### config.mk
export PLATFORM = sky130hd
export DESIGN_NAME = rxd_top
export DESIGN_NICKNAME = d
export VERILOG_FILES = /design/src/rxd_pkg.sv /design/src/rxd_top.sv
export VERILOG_INCLUDE_DIRS = /design/src
export SDC_FILE = /design/constraint.sdc
export NUM_CORES = 1
export LEC_CHECK = 0
export BUFFER_PORTS_ARGS = -buffer_cell sky130_fd_sc_hd__buf_2
export CORE_MARGIN = 2
export CORE_UTILIZATION = 29
export CTS_CLUSTER_SIZE = 20
export DETAILED_ROUTE_END_ITERATION = 7
export MAX_ROUTING_LAYER = met4
export PLACE_DENSITY = 0.52
export SYNTH_ARGS = -nofsm -noshare
export SYNTH_HDL_FRONTEND = slang
export SYNTH_HIERARCHICAL = 1
export SYNTH_SLANG_ARGS = --single-unit
### constraint.sdc
create_clock -name core_clk -period 5.9 [get_ports core_clk]
set_input_delay 0.885 -clock core_clk [delete_from_list [all_inputs] [get_ports core_clk]]
set_output_delay 0.885 -clock core_clk [all_outputs]
set_load 0.02 [all_outputs]
### src/rxd_map.svh
// rxd_map.svh: offsets, fields, reset values and timing counts of the receiver
`ifndef RXD_MAP_SVH
`define RXD_MAP_SVH
// ----------------------------------------
// register offsets
// ----------------------------------------
`define RXD_CTRL_OFS     12'h000
`define RXD_STAT_OFS     12'h004
`define RXD_CNT_OFS      12'h008
// ----------------------------------------
// field positions and reset values
// ----------------------------------------
`define RXD_CTRL_EN_BIT  0
`define RXD_CTRL_LS_LO   1
`define RXD_CTRL_REV_BIT 3
`define RXD_STAT_LCK_BIT 2
`define RXD_STAT_OVF_BIT 4
`define RXD_STAT_LVL_LO  8
`define RXD_CTRL_RST     4'h0
// ----------------------------------------
// link select codes and bits per lane
// ----------------------------------------
`define RXD_LS_ONE       2'h0
`define RXD_LS_TWO       2'h1
`define RXD_LS_THREE     2'h2
`define RXD_BPL_ONE      5'h1e
`define RXD_BPL_TWO      5'h0f
`define RXD_BPL_THREE    5'h0a
// ----------------------------------------
// timing
// ----------------------------------------
`define RXD_CLK_NS       100
`define RXD_IDLE_NS      6400
`define RXD_IDLE_CYC     (`RXD_IDLE_NS / `RXD_CLK_NS)
`define RXD_LOCK_FRAMES  4
`define RXD_FIFO_DEPTH   16
`endif

### src/rxd_pkg.sv
// rxd_pkg.sv: types shared by the receiver
package rxd_pkg;
    typedef enum logic [1:0] {st_shut, st_stby, st_acq, st_act} rxd_state_t;

    typedef struct packed {
        logic       bus_reverse;
        logic       link_select_high_bit;
        logic       link_select_low_bit;
        logic       receiver_enable;
    } rxd_ctrl_t;

    typedef struct packed {
        logic [7:0] red;
        logic [7:0] green;
        logic [7:0] blue;
        logic       vsync;
        logic       hsync;
        logic       de;
    } rxd_pix_t;
endpackage : rxd_pkg

### src/rxd_top.sv
// rxd_top.sv: serial video receiver with pixel fifo and apb registers
`timescale 1ns/1ps
`include "rxd_map.svh"
module rxd_fifo #(
    parameter int W     = 27,
    parameter int DEPTH = 16
) (
    // clock, reset, flush
    input  wire logic         clk,
    input  wire logic         rst,
    input  wire logic         flush,
    // fill side
    input  wire logic         in_valid,
    output logic              in_ready,
    input  wire logic [W-1:0] in_data,
    // drain side
    output logic              out_valid,
    input  wire logic         out_ready,
    output logic [W-1:0]      out_data,
    output logic [$clog2(DEPTH):0] level
);
    localparam int AW = $clog2(DEPTH);
    logic [W-1:0] mem [DEPTH];
    logic [AW-1:0] wp_r, wp_nxt, rp_r, rp_nxt;
    logic [AW:0]   cnt_r, cnt_nxt;
    logic          wr, rd;
    assign in_ready  = (cnt_r != (AW+1)'(DEPTH));
    assign out_valid = (cnt_r != '0);
    assign out_data  = mem[rp_r];
    assign level     = cnt_r;
    always_comb begin
        wr      = in_valid && in_ready;
        rd      = out_valid && out_ready;
        wp_nxt  = flush ? '0 : (wr ? wp_r + 1'b1 : wp_r);
        rp_nxt  = flush ? '0 : (rd ? rp_r + 1'b1 : rp_r);
        cnt_nxt = flush ? '0 : cnt_r + (AW+1)'(wr) - (AW+1)'(rd);
    end
    always_ff @(posedge clk) begin
        if (rst) begin
            wp_r  <= '0;
            rp_r  <= '0;
            cnt_r <= '0;
        end else begin
            wp_r  <= wp_nxt;
            rp_r  <= rp_nxt;
            cnt_r <= cnt_nxt;
        end
    end
    // storage needs no reset
    always_ff @(posedge clk) begin
        if (wr) begin
            mem[wp_r] <= in_data;
        end
    end
endmodule : rxd_fifo
module rxd_top import rxd_pkg::*; #(
    parameter int IDLE_CYC    = `RXD_IDLE_CYC,
    parameter int LOCK_FRAMES = `RXD_LOCK_FRAMES,
    parameter int DEPTH       = `RXD_FIFO_DEPTH
) (
    // clock and reset
    input  wire logic        core_clk,
    input  wire logic        rst,
    // apb slave
    input  wire logic        psel,
    input  wire logic        penable,
    input  wire logic        pwrite,
    input  wire logic [11:0] paddr,
    input  wire logic [31:0] pwdata,
    output logic [31:0]      prdata,
    output logic             pready,
    output logic             pslverr,
    // serial link
    input  wire logic        link_clk_in,
    input  wire logic [2:0]  data_lane_in,
    // parallel video
    input  wire logic        pixel_ready,
    output logic             pclk_out,
    output logic [23:0]      rgb_out,
    output logic             vertical_sync_out,
    output logic             horizontal_sync_out,
    output logic             display_enable_out
);
    localparam int LW = $clog2(DEPTH) + 1;
    // ----------------------------------------
    // state
    // ----------------------------------------
    rxd_ctrl_t   ctrl_r, ctrl_nxt;
    rxd_state_t  state_r, state_nxt;
    logic        lclk_r, ovf_r, ovf_nxt;
    logic [4:0]  bit_cnt_r, bit_cnt_nxt;
    logic [15:0] idle_r, idle_nxt;
    logic [3:0]  lock_r, lock_nxt;
    logic [29:0] sreg_r, sreg_nxt;
    logic [31:0] frm_r, frm_nxt;
    logic [31:0] prdata_nxt;
    logic        pready_nxt, pslverr_nxt;
    logic        pclk_nxt, vs_nxt, hs_nxt, de_nxt;
    logic [23:0] rgb_nxt;
    logic [1:0]  ls;
    logic [4:0]  bpl, half;
    logic        rise, good, lost, push, pop, in_rdy, out_vld, acc, wr_en;
    rxd_pix_t    in_pix, out_pix;
    logic [LW-1:0] lvl;
    function automatic logic [23:0] rev24(input logic [23:0] v);
        rev24 = {<<{v}};
    endfunction : rev24
    // ----------------------------------------
    // link timing and lock
    // ----------------------------------------
    always_comb begin
        ls = {ctrl_r.link_select_high_bit, ctrl_r.link_select_low_bit};
        case (ls)
            `RXD_LS_TWO:   bpl = `RXD_BPL_TWO;
            `RXD_LS_THREE: bpl = `RXD_BPL_THREE;
            default:       bpl = `RXD_BPL_ONE;
        endcase
        half = bpl >> 1;
        rise = link_clk_in && !lclk_r;
        // period must match bits per lane
        good = rise && (bit_cnt_r == bpl - 5'h01);
        // no edge for a while means idle
        lost = (idle_r == 16'(IDLE_CYC));
        bit_cnt_nxt = rise ? 5'h00 : (bit_cnt_r == 5'h1f ? bit_cnt_r : bit_cnt_r + 5'h01);
        idle_nxt    = rise ? 16'h0000 : (lost ? idle_r : idle_r + 16'h0001);
        lock_nxt    = 4'h0;
        if (state_r == st_acq) begin
            lock_nxt = good ? (lock_r == 4'(LOCK_FRAMES) ? lock_r : lock_r + 4'h1)
                            : (rise ? 4'h0 : lock_r);
        end
        state_nxt = state_r;
        case (state_r)
            st_shut: state_nxt = st_stby;
            st_stby: state_nxt = rise ? st_acq : st_stby;
            // wait for lock before passing data
            st_acq:  state_nxt = lost ? st_stby
                               : ((good && lock_r == 4'(LOCK_FRAMES)) ? st_act : st_acq);
            st_act:  state_nxt = lost ? st_stby : ((rise && !good) ? st_acq : st_act);
            default: state_nxt = st_shut;
        endcase
        // enable low or reserved select forces shutdown
        if (!ctrl_r.receiver_enable || ls == 2'h3) begin
            state_nxt = st_shut;
        end
    end
    // ----------------------------------------
    // deserializer
    // ----------------------------------------
    always_comb begin
        // shift lanes in, oldest bit highest
        case (ls)
            `RXD_LS_TWO:   sreg_nxt = {sreg_r[27:0], data_lane_in[1:0]};
            `RXD_LS_THREE: sreg_nxt = {sreg_r[26:0], data_lane_in};
            default:       sreg_nxt = {sreg_r[28:0], data_lane_in[0]};
        endcase
        if (state_r == st_shut || state_r == st_stby) begin
            sreg_nxt = '0;
        end
        // low 28 bits: rgb, zero, vs, hs, de
        in_pix = {sreg_r[27:4], sreg_r[2:0]};
        // only the active state delivers words
        push = (state_r == st_act) && good;
        pop  = (state_r == st_act) && (bit_cnt_r == half) && out_vld && pixel_ready;
        frm_nxt = frm_r + 32'(push && in_rdy);
    end
    // overrun costs a word, not the link timing
    rxd_fifo #(.W($bits(rxd_pix_t)), .DEPTH(DEPTH)) u_fifo (
        .clk       (core_clk),
        .rst       (rst),
        .flush     (state_r != st_act),
        .in_valid  (push),
        .in_ready  (in_rdy),
        .in_data   (in_pix),
        .out_valid (out_vld),
        .out_ready (pop),
        .out_data  (out_pix),
        .level     (lvl)
    );
    // ----------------------------------------
    // output bus
    // ----------------------------------------
    always_comb begin
        pclk_nxt = 1'b0;
        de_nxt   = 1'b0;
        vs_nxt   = 1'b1;
        hs_nxt   = 1'b1;
        rgb_nxt  = 24'hffffff;
        if (state_nxt == st_act && state_r == st_act) begin
            // pixel clock divided from bit count
            pclk_nxt = (bit_cnt_nxt < half);
            de_nxt   = display_enable_out;
            vs_nxt   = vertical_sync_out;
            hs_nxt   = horizontal_sync_out;
            rgb_nxt  = rgb_out;
            if (pop) begin
                de_nxt  = out_pix.de;
                vs_nxt  = out_pix.vsync;
                hs_nxt  = out_pix.hsync;
                rgb_nxt = ctrl_r.bus_reverse
                        ? rev24({out_pix.red, out_pix.green, out_pix.blue})
                        : {out_pix.red, out_pix.green, out_pix.blue};
            end
        end
    end
    // ----------------------------------------
    // apb registers
    // ----------------------------------------
    always_comb begin
        // one wait state keeps prdata registered
        pready_nxt  = psel && penable && !pready;
        acc         = psel && penable && pready;
        wr_en       = acc && pwrite;
        prdata_nxt  = 32'h0;
        pslverr_nxt = 1'b0;
        if (pready_nxt) begin
            case (paddr)
                `RXD_CTRL_OFS: prdata_nxt = {28'h0, ctrl_r};
                `RXD_STAT_OFS: prdata_nxt = {16'h0, 3'h0, 5'(lvl), 3'h0, ovf_r,
                                             1'b0, (state_r == st_act), state_r};
                `RXD_CNT_OFS:  prdata_nxt = frm_r;
                default:       pslverr_nxt = 1'b1;
            endcase
        end
        ctrl_nxt = ctrl_r;
        if (wr_en && paddr == `RXD_CTRL_OFS) begin
            ctrl_nxt = pwdata[3:0];
        end
        // overrun set beats the write-one clear
        ovf_nxt = ovf_r;
        if (wr_en && paddr == `RXD_STAT_OFS && pwdata[`RXD_STAT_OVF_BIT]) begin
            ovf_nxt = 1'b0;
        end
        if (push && !in_rdy) begin
            ovf_nxt = 1'b1;
        end
    end
    always_ff @(posedge core_clk) begin
        if (rst) begin
            ctrl_r              <= `RXD_CTRL_RST;
            state_r             <= st_shut;
            lclk_r              <= 1'b1;
            ovf_r               <= 1'b0;
            bit_cnt_r           <= 5'h00;
            idle_r              <= 16'h0000;
            lock_r              <= 4'h0;
            sreg_r              <= '0;
            frm_r               <= 32'h0;
            prdata              <= 32'h0;
            pready              <= 1'b0;
            pslverr             <= 1'b0;
            pclk_out            <= 1'b0;
            rgb_out             <= 24'hffffff;
            vertical_sync_out   <= 1'b1;
            horizontal_sync_out <= 1'b1;
            display_enable_out  <= 1'b0;
        end else begin
            ctrl_r              <= ctrl_nxt;
            state_r             <= state_nxt;
            lclk_r              <= link_clk_in;
            ovf_r               <= ovf_nxt;
            bit_cnt_r           <= bit_cnt_nxt;
            idle_r              <= idle_nxt;
            lock_r              <= lock_nxt;
            sreg_r              <= sreg_nxt;
            frm_r               <= frm_nxt;
            prdata              <= prdata_nxt;
            pready              <= pready_nxt;
            pslverr             <= pslverr_nxt;
            pclk_out            <= pclk_nxt;
            rgb_out             <= rgb_nxt;
            vertical_sync_out   <= vs_nxt;
            horizontal_sync_out <= hs_nxt;
            display_enable_out  <= de_nxt;
        end
    end
    // ----------------------------------------
    // checks
    // ----------------------------------------
    AST_SHUT_ON_DISABLE: assert property (@(posedge core_clk) disable iff (rst)
        !ctrl_r.receiver_enable |=> state_r == st_shut)
        else $error("enable low did not shut down");
    AST_SHUT_NO_SHIFT: assert property (@(posedge core_clk) disable iff (rst)
        state_r == st_shut |=> sreg_r == '0)
        else $error("shifter took input in shutdown");
    AST_PUSH_ACTIVE: assert property (@(posedge core_clk) disable iff (rst)
        push |-> state_r == st_act && $past(state_r) != st_shut)
        else $error("word delivered outside active state");
    AST_RESERVED_SEL: assert property (@(posedge core_clk) disable iff (rst)
        ls == 2'h3 |=> state_r == st_shut)
        else $error("reserved select did not stop reception");
    AST_LOCK_FIRST: assert property (@(posedge core_clk) disable iff (rst)
        $rose(state_r == st_act) |-> $past(lock_r) == 4'(LOCK_FRAMES) && $past(good))
        else $error("active entered without lock");
    AST_WORD_PERIOD: assert property (@(posedge core_clk) disable iff (rst)
        push |-> bit_cnt_r == bpl - 5'h01 ##1 bit_cnt_r == 5'h00)
        else $error("word taken off the pixel period");
    AST_PCLK_DIV: assert property (@(posedge core_clk) disable iff (rst)
        state_r == st_act && $past(state_r) == st_act && $stable(ls)
        |-> pclk_out == (bit_cnt_r < half))
        else $error("pixel clock not divided from bit count");
    AST_IDLE_PATTERN: assert property (@(posedge core_clk) disable iff (rst)
        state_r == st_stby |-> !pclk_out && !display_enable_out && rgb_out == 24'hffffff
        && vertical_sync_out && horizontal_sync_out)
        else $error("idle pattern not held without link clock");
    AST_ACQ_PATTERN: assert property (@(posedge core_clk) disable iff (rst)
        state_r == st_acq |-> !pclk_out && !display_enable_out && rgb_out == 24'hffffff)
        else $error("data passed before lock");
    AST_STBY_ON_IDLE: assert property (@(posedge core_clk) disable iff (rst)
        state_r == st_act && lost && ctrl_r.receiver_enable && ls != 2'h3
        |=> state_r == st_stby)
        else $error("lost link clock did not give standby");
    AST_REVERSE: assert property (@(posedge core_clk) disable iff (rst)
        pop && ctrl_r.bus_reverse && state_nxt == st_act
        |=> rgb_out == rev24({$past(out_pix.red), $past(out_pix.green), $past(out_pix.blue)})
        && display_enable_out == $past(out_pix.de))
        else $error("reversed bus order wrong");
endmodule : rxd_top

==> metrics.md, run 1 <==
| Metric | Value |
|---|---|
| Worst Reg-to-Reg Cells | `13` |
| DP Worst Slack | `1.36 ns` |
| Hold buffers post-CTS | `0` |
| Critical path peak fanout | `31` |
| # resized after CTS | `0` |
| R2r setup slk | `1.35 ns` |
| Switching part of the total | `20.1%` |
| Syn Nets | `1594` |
| IO Port Bufs | `88` |
| Total gr overflow | `0` |
| Max Fclk | `220 MHz` |
| Sequential Power Share | `52.0%` |
| Count of cell types in the netlist | `58` |
| Met2 Resource Use GR | `21.2%` |
| Critical Path Max Stage Delay | `0.66 ns` |
| Final Hold Viols | `0` |
| Iteration-0 DRC Markers | `960` |
| Vias | `13362` |
| Initial Util | `29.2%` |
| GRT met1 Usage | `17.3%` |
| Multiplexer share of the synthesized area | `11.8%` |
| Avg Cell Area, Syn | `15.8 sq um` |
| Vias per Instance | `4.91` |
| Final design utilization | `33.8%` |
| Critical path startpoint category | `register` |
| Clk buf depth | `3` |
| Post-synthesis simple-gate area fraction | `7.63%` |
| Vias in the first global route | `13902` |
| Clock network power share | `47.5%` |
| Crit path from | `ctrl_r[1]` |
| Post-synthesis cell count | `1514` |
| Max-slew violations | `0` |
| Slowest cell on crit path | `or3_1` |
| TritonCTS Buffers | `66` |
| Worst Setup End Kind | `register` |
| Synth Area in Compound Gates | `6.78%` |
| Most Frequent Cell on Critical Path | `ha_1` |
| Final nets | `1677` |
| WP data arrival | `5.04 ns` |
| Initial antenna violation count | `4` |
| M3 GR Usage | `2.77%` |
| Area growth, synth to finish | `15.9%` |
| Critical Path Sink | `frm_r[28]` |
| Status | `completed` |
| Finished Layout Cells | `2721` |
| Max VDD drop | `0.173 mV` |
| Clock skew | `0.0286 ns` |
| Sw Pwr | `1.74 mW` |
| Power Internal | `6.91 mW` |
| Worst EP required | `6.39 ns` |
| Cell with the most instances after synthesis | `edfxtp_1` |
| Crit Path Class | `register to register` |
| Main combinational cell family by area after synthesis | `multiplexers` |
| Max-cap violation count | `0` |
| Max H-tree Level | `3` |
| Slew Limit Headroom | `17.8%` |
| Synth top area share | `54.4%` |
| Standard-cell rows | `105` |
| Final wirelength | `54400 um` |
| Hold Crit Class | `register to register` |
| Synth Cell Area | `0.0239 sq mm` |
| Synth Register Bits | `604` |
| Commonest cells in the netlist | `edfxtp_1 (432), dfxtp_1 (172), mux4_2 (108)` |
| First-pass GRT wire length | `83700 um` |
| Logic pwr share | `0.5%` |
| Post-placement cell count | `2599` |
| Hold WS | `0.474 ns` |
| Area leader, netlist | `edfxtp_1` |
| Die ar. | `0.0846 sq mm` |
| # IOs | `116` |
| Post-DRT Antenna Nets | `0` |
| Minimum clock period | `4.55 ns` |
| Drt pass-1 iters | `5` |
| Die Wd | `291 um` |
| Worst reg2reg path startpoint | `ctrl_r[1]` |
| Adder-Cell Fraction of Synth Area | `1.40%` |
| Ratio of cells with drive above 1 in the final layout | `22.2%` |
| Leakage power | `9.87 nW` |
| Gpl congestion | `0.737` |
| WL per Instance | `20.0 um` |
| Primary FF master, synth | `edfxtp_1` |
| CTS tree | `yes` |
| Critical path, cell by cell | `inv_1, ha_1, buf_4, xnor2_1, o2111ai_1, nor3_1, and2_1, ha_1, ha_1, nand2_1, or3_1, nor4_1, mux2_2` |
| CTS sink cnt | `604` |
| Busiest grt layer | `met2` |
| PD cells | `313 mW/mm^2` |
| Reg2reg end | `frm_r[28]` |
| Core area | `0.0817 sq mm` |
| Hold Startpoint | `rgb_out[2]` |
| Skew-Pair Late Insertion Delay | `0.61 ns` |
| Die height | `291 um` |
| Post-CTS Repair Setup Buffers | `0` |
| Filler instances | `7925` |
| DRC | `0` |
| Largest net degree at the start of global routing | `55` |
| Reg clk slew, reported paths | `0.06 ns` |
| RSZ-0062 raised after global routing | `no` |
| EDFF count, synth | `432` |
| Worst-Margin Slew | `1.23 ns` |
| Xor and xnor area share after synthesis | `1.29%` |
| DP Wirelength | `31500 um` |
| Ys async rst share | `0%` |
| Period utilization | `77.0%` |
| Root Driver | `clkbuf_16` |
| PnR worst setup slack | `1.35 ns` |
| Sequential area share after synthesis | `68.8%` |
| Setup violations, final | `0` |
| YS warnings | `6` |
| All-Layer GR Usage | `13.3%` |
| Final setup TNS | `0 ns` |
| Synth top area cells | `edfxtp_1 (54%), dfxtp_1 (14%), mux4_2 (10%)` |
==> routing by layer <==
metal / part of all wire, % / wire length, um
met3: 5.4 / 2910
met2: 48 / 26200
met5: 0 / 0
met4: 1.7 / 946
met1: 45 / 24300
==> placed cells by master (no fill, tap or decap), types with 41 or more instances in the layout <==
cell / n
a21oi_1: 41
a22oi_1: 41
buf_2: 88
clkbuf_16: 68
dfxtp_1: 169
edfxtp_1: 432
mux4_2: 108
nand2_1: 82
nor2_1: 88
o21ai_0: 44
==> registers in the layout, indices dropped and copies added (netlist names), 4 cells and up, named ones only <==
signal	flops
prdata	32
ctrl_r	4
u_fifo/level	5
lock_r	4
u_fifo/rp_r	4
idle_r	16
bit_cnt_r	5
u_fifo/wp_r	4
u_fifo/mem	432
sreg_r	28
frm_r	32
rgb_out	24
==> logic make-up (layout without fill, tap and decap cells) <==
group                    count (synthesis)  count (layout)
buffers and inverters                  126             261
adder cells (fa/ha/maj)                 26              26
multiplexers                           145             145
other                                    0               2
AND/OR/NAND/NOR                        357             357
XOR/XNOR                                35              35
flip-flops                             604             604
AO/OA/AOI/OAI                          221             221
==> worst min-delay path by stage <==
| stage | depth (start not counted) | end |
|---|---|---|
| finish | 2 | rgb_out[2] |
| detailed placement | 1 | prdata[31] |
| global route | 2 | lclk_r |
| CTS | 2 | lclk_r |
| global placement | 2 | rgb_out[2] |
| floorplan | 1 | prdata[31] |
==> metrics by stage <==
step | total power [mW] | area, sq um
2_1_floorplan | 4.61 | 23900
3_5_place_dp | 4.63 | 25500
5_1_grt | 8.94 | 27600
3_3_place_gp | 4.63 | 25500
6_report | 8.65 | 27600
4_1_cts | 8.76 | 27600
==> power by group through the flow <==
stage / Sequential, mW / Combinational, mW / Clock (mW)
floorplan: 4.58 / 0.0274 / 0
global placement: 4.58 / 0.0435 / 0
detailed placement: 4.58 / 0.0447 / 0
CTS: 4.49 / 0.0447 / 4.22
global route: 4.49 / 0.0505 / 4.39
finish: 4.49 / 0.0446 / 4.11
==> worst max-delay path, delay by kind of cell, from the launching register on <==
family / cells / cell delay [ns]
AOI/OAI and AO/OA: 1 / 0.26
muxes: 1 / 0.37
xor gates and xnor gates: 1 / 0.19
buffers and inverters: 2 / 0.44
DFF: 1 / 0.45
adders and majority gates: 3 / 0.70
and+or+nand+nor: 5 / 2.02
==> area by class of cell <==
class	count	area, sq um	area share (%)
Inverter	32	120	0.434
Tap cell	1070	1340	4.84
Clock inverter	33	378	1.37
Multi-Input combinational cell	784	6970	25.2
Clock buffer	87	1800	6.52
Sequential cell	604	16400	59.4
Antenna cell	2	5.00	0.0181
Timing Repair Buffer	109	611	2.21
No activity file was read; power rests on OpenSTA's default activity.
==> run 2, diff against run 1 <==
Clock period 5.9 ns to 4.6 ns, I/O delays scaled along.
==> metrics.md, run 2 (same netlist as run 1, synthesis figures left out) <==
| Metric | Value |
|---|---|
| Status | `completed` |
| CTS tree | `yes` |
| Critical path startpoint category | `register` |
| CTS sink cnt | `604` |
| Period utilization | `86.6%` |
| Worst Setup End Kind | `register` |
| Hold WS | `0.308 ns` |
| All-Layer GR Usage | `13.9%` |
| Top layer in use | `met4` |
| Core area | `0.0817 sq mm` |
| Area growth, synth to finish | `17.0%` |
| Largest regs | `u_fifo/mem: 432 flops, frm_r: 32 flops, prdata: 32 flops` |
| Ratio of cells with drive above 1 in the final layout | `23.5%` |
| Crit Path Class | `register to register` |
| Die Wd | `291 um` |
| RSZ-0062 raised after global routing | `no` |
| Vias per Instance | `4.93` |
| Max Fclk | `251 MHz` |
| Final design utilization | `34.2%` |
| Max-slew violations | `0` |
| # IOs | `116` |
| Standard-cell rows | `105` |
| Routed wl met3 | `2860 um` |
| Clock skew | `0.0415 ns` |
| Final nets | `1688` |
| DP Wirelength | `32100 um` |
| Vias | `13470` |
| First-pass GRT wire length | `86300 um` |
| Max VDD drop | `0.263 mV` |
| Worst-Margin Slew | `1.05 ns` |
| Worst EP required | `5.09 ns` |
| Gpl congestion | `0.766` |
| Initial Util | `29.2%` |
| Hold buffers post-CTS | `0` |
| Reg clk slew, reported paths | `0.06 ns` |
| Reg with most FFs | `u_fifo/mem` |
| Post-CTS Repair Setup Buffers | `0` |
| Number of flip-flops in the largest register | `432` |
| Skew-Pair Late Insertion Delay | `0.61 ns` |
| Largest net degree at the start of global routing | `67` |
| Post-DRT Antenna Nets | `0` |
| Die height | `291 um` |
| PD cells | `400 mW/mm^2` |
| Setup violations, final | `0` |
| Most common cell after layout, fill and taps aside | `edfxtp_1` |
| Met1 wire length | `24700 um` |
| Die ar. | `0.0846 sq mm` |
| WP data arrival | `4.47 ns` |
| IO Port Bufs | `88` |
| Root Driver | `clkbuf_16` |
| Iteration-0 DRC Markers | `795` |
| Leakage power | `7.84 nW` |
| Initial antenna violation count | `2` |
| Minimum clock period | `3.98 ns` |
| Metal2 WL | `27800 um` |
| Slew Limit Headroom | `30.2%` |
| Max H-tree Level | `3` |
| TritonCTS Buffers | `66` |
| Most frequent cells in the layout | `edfxtp_1 (432), dfxtp_1 (169), mux4_2 (108)` |
| Final wirelength | `56500 um` |
| Drt pass-1 iters | `5` |
| DRC | `0` |
| # resized after CTS | `0` |
| Final Hold Viols | `0` |
| Total gr overflow | `0` |
| Hold Crit Class | `input pin to register` |
| Max-cap violation count | `0` |
| Clk buf depth | `3` |
| Critical path peak fanout | `17` |
| WL per Instance | `20.7 um` |
| Vias in the first global route | `13788` |
run 2: worst paths after layout:
kind	slack (ns)	start	to	depth (start not counted)
min	0.31	rst	pready	2
max reg2reg	0.62	ctrl_r[1]	frm_r[28]	13
max	0.62	ctrl_r[1]	frm_r[28]	13
min reg2reg	0.48	rgb_out[3]	rgb_out[3]	2
run 2: layout make-up:
class	instances	area [sq um]
Fill cell	7883	53800
Antenna cell	2	5.00
Timing Repair Buffer	120	818
Tap cell	1070	1340
Clock buffer	92	1930
Sequential cell	604	16400
Inverter	32	120
Clock inverter	29	308
Multi-Input combinational cell	784	6970
run 2: metal layers:
| layer | track usage (%) | vias up |
|---|---|---|
| met5 | - | - |
| met4 | 3.68 | 0 |
| met3 | 2.62 | 82 |
| met2 | 22.6 | 336 |
| met1 | 17.7 | 6961 |
| li1 | - | 6091 |
run 2: critical path, cell delays in order, from the launching register on:
cell	delay (ns)
dfxtp_1	0.47
inv_1	0.11
ha_1	0.33
xnor2_1	0.21
o2111ai_1	0.25
nor3_1	0.21
buf_4	0.18
and2_1	0.14
ha_1	0.17
ha_1	0.21
nand2_1	0.13
or3_1	0.66
nor4_1	0.42
mux2_2	0.37
run 2: through the flow:
stage               TNS (ns)  instances  setup slack, ns  power [mW]  area [sq um]
detailed placement         0       2610            0.645        5.94         25700
CTS                        0       2731            0.602        11.3         27900
floorplan             -36.44       1514           -0.337        5.91         23900
global placement           0       2610            0.740        5.93         25700
finish                     0       2733            0.616        11.2         27900
global route               0       2733            0.301        11.5         27900
run 2: where the power goes:
part           switching [mW]  leakage, nW  internal (mW)
registers             0.00659         4.44           5.76
clock network            2.19         1.10           3.15
logic                  0.0338         2.30         0.0222
total                    2.23         7.84           8.93
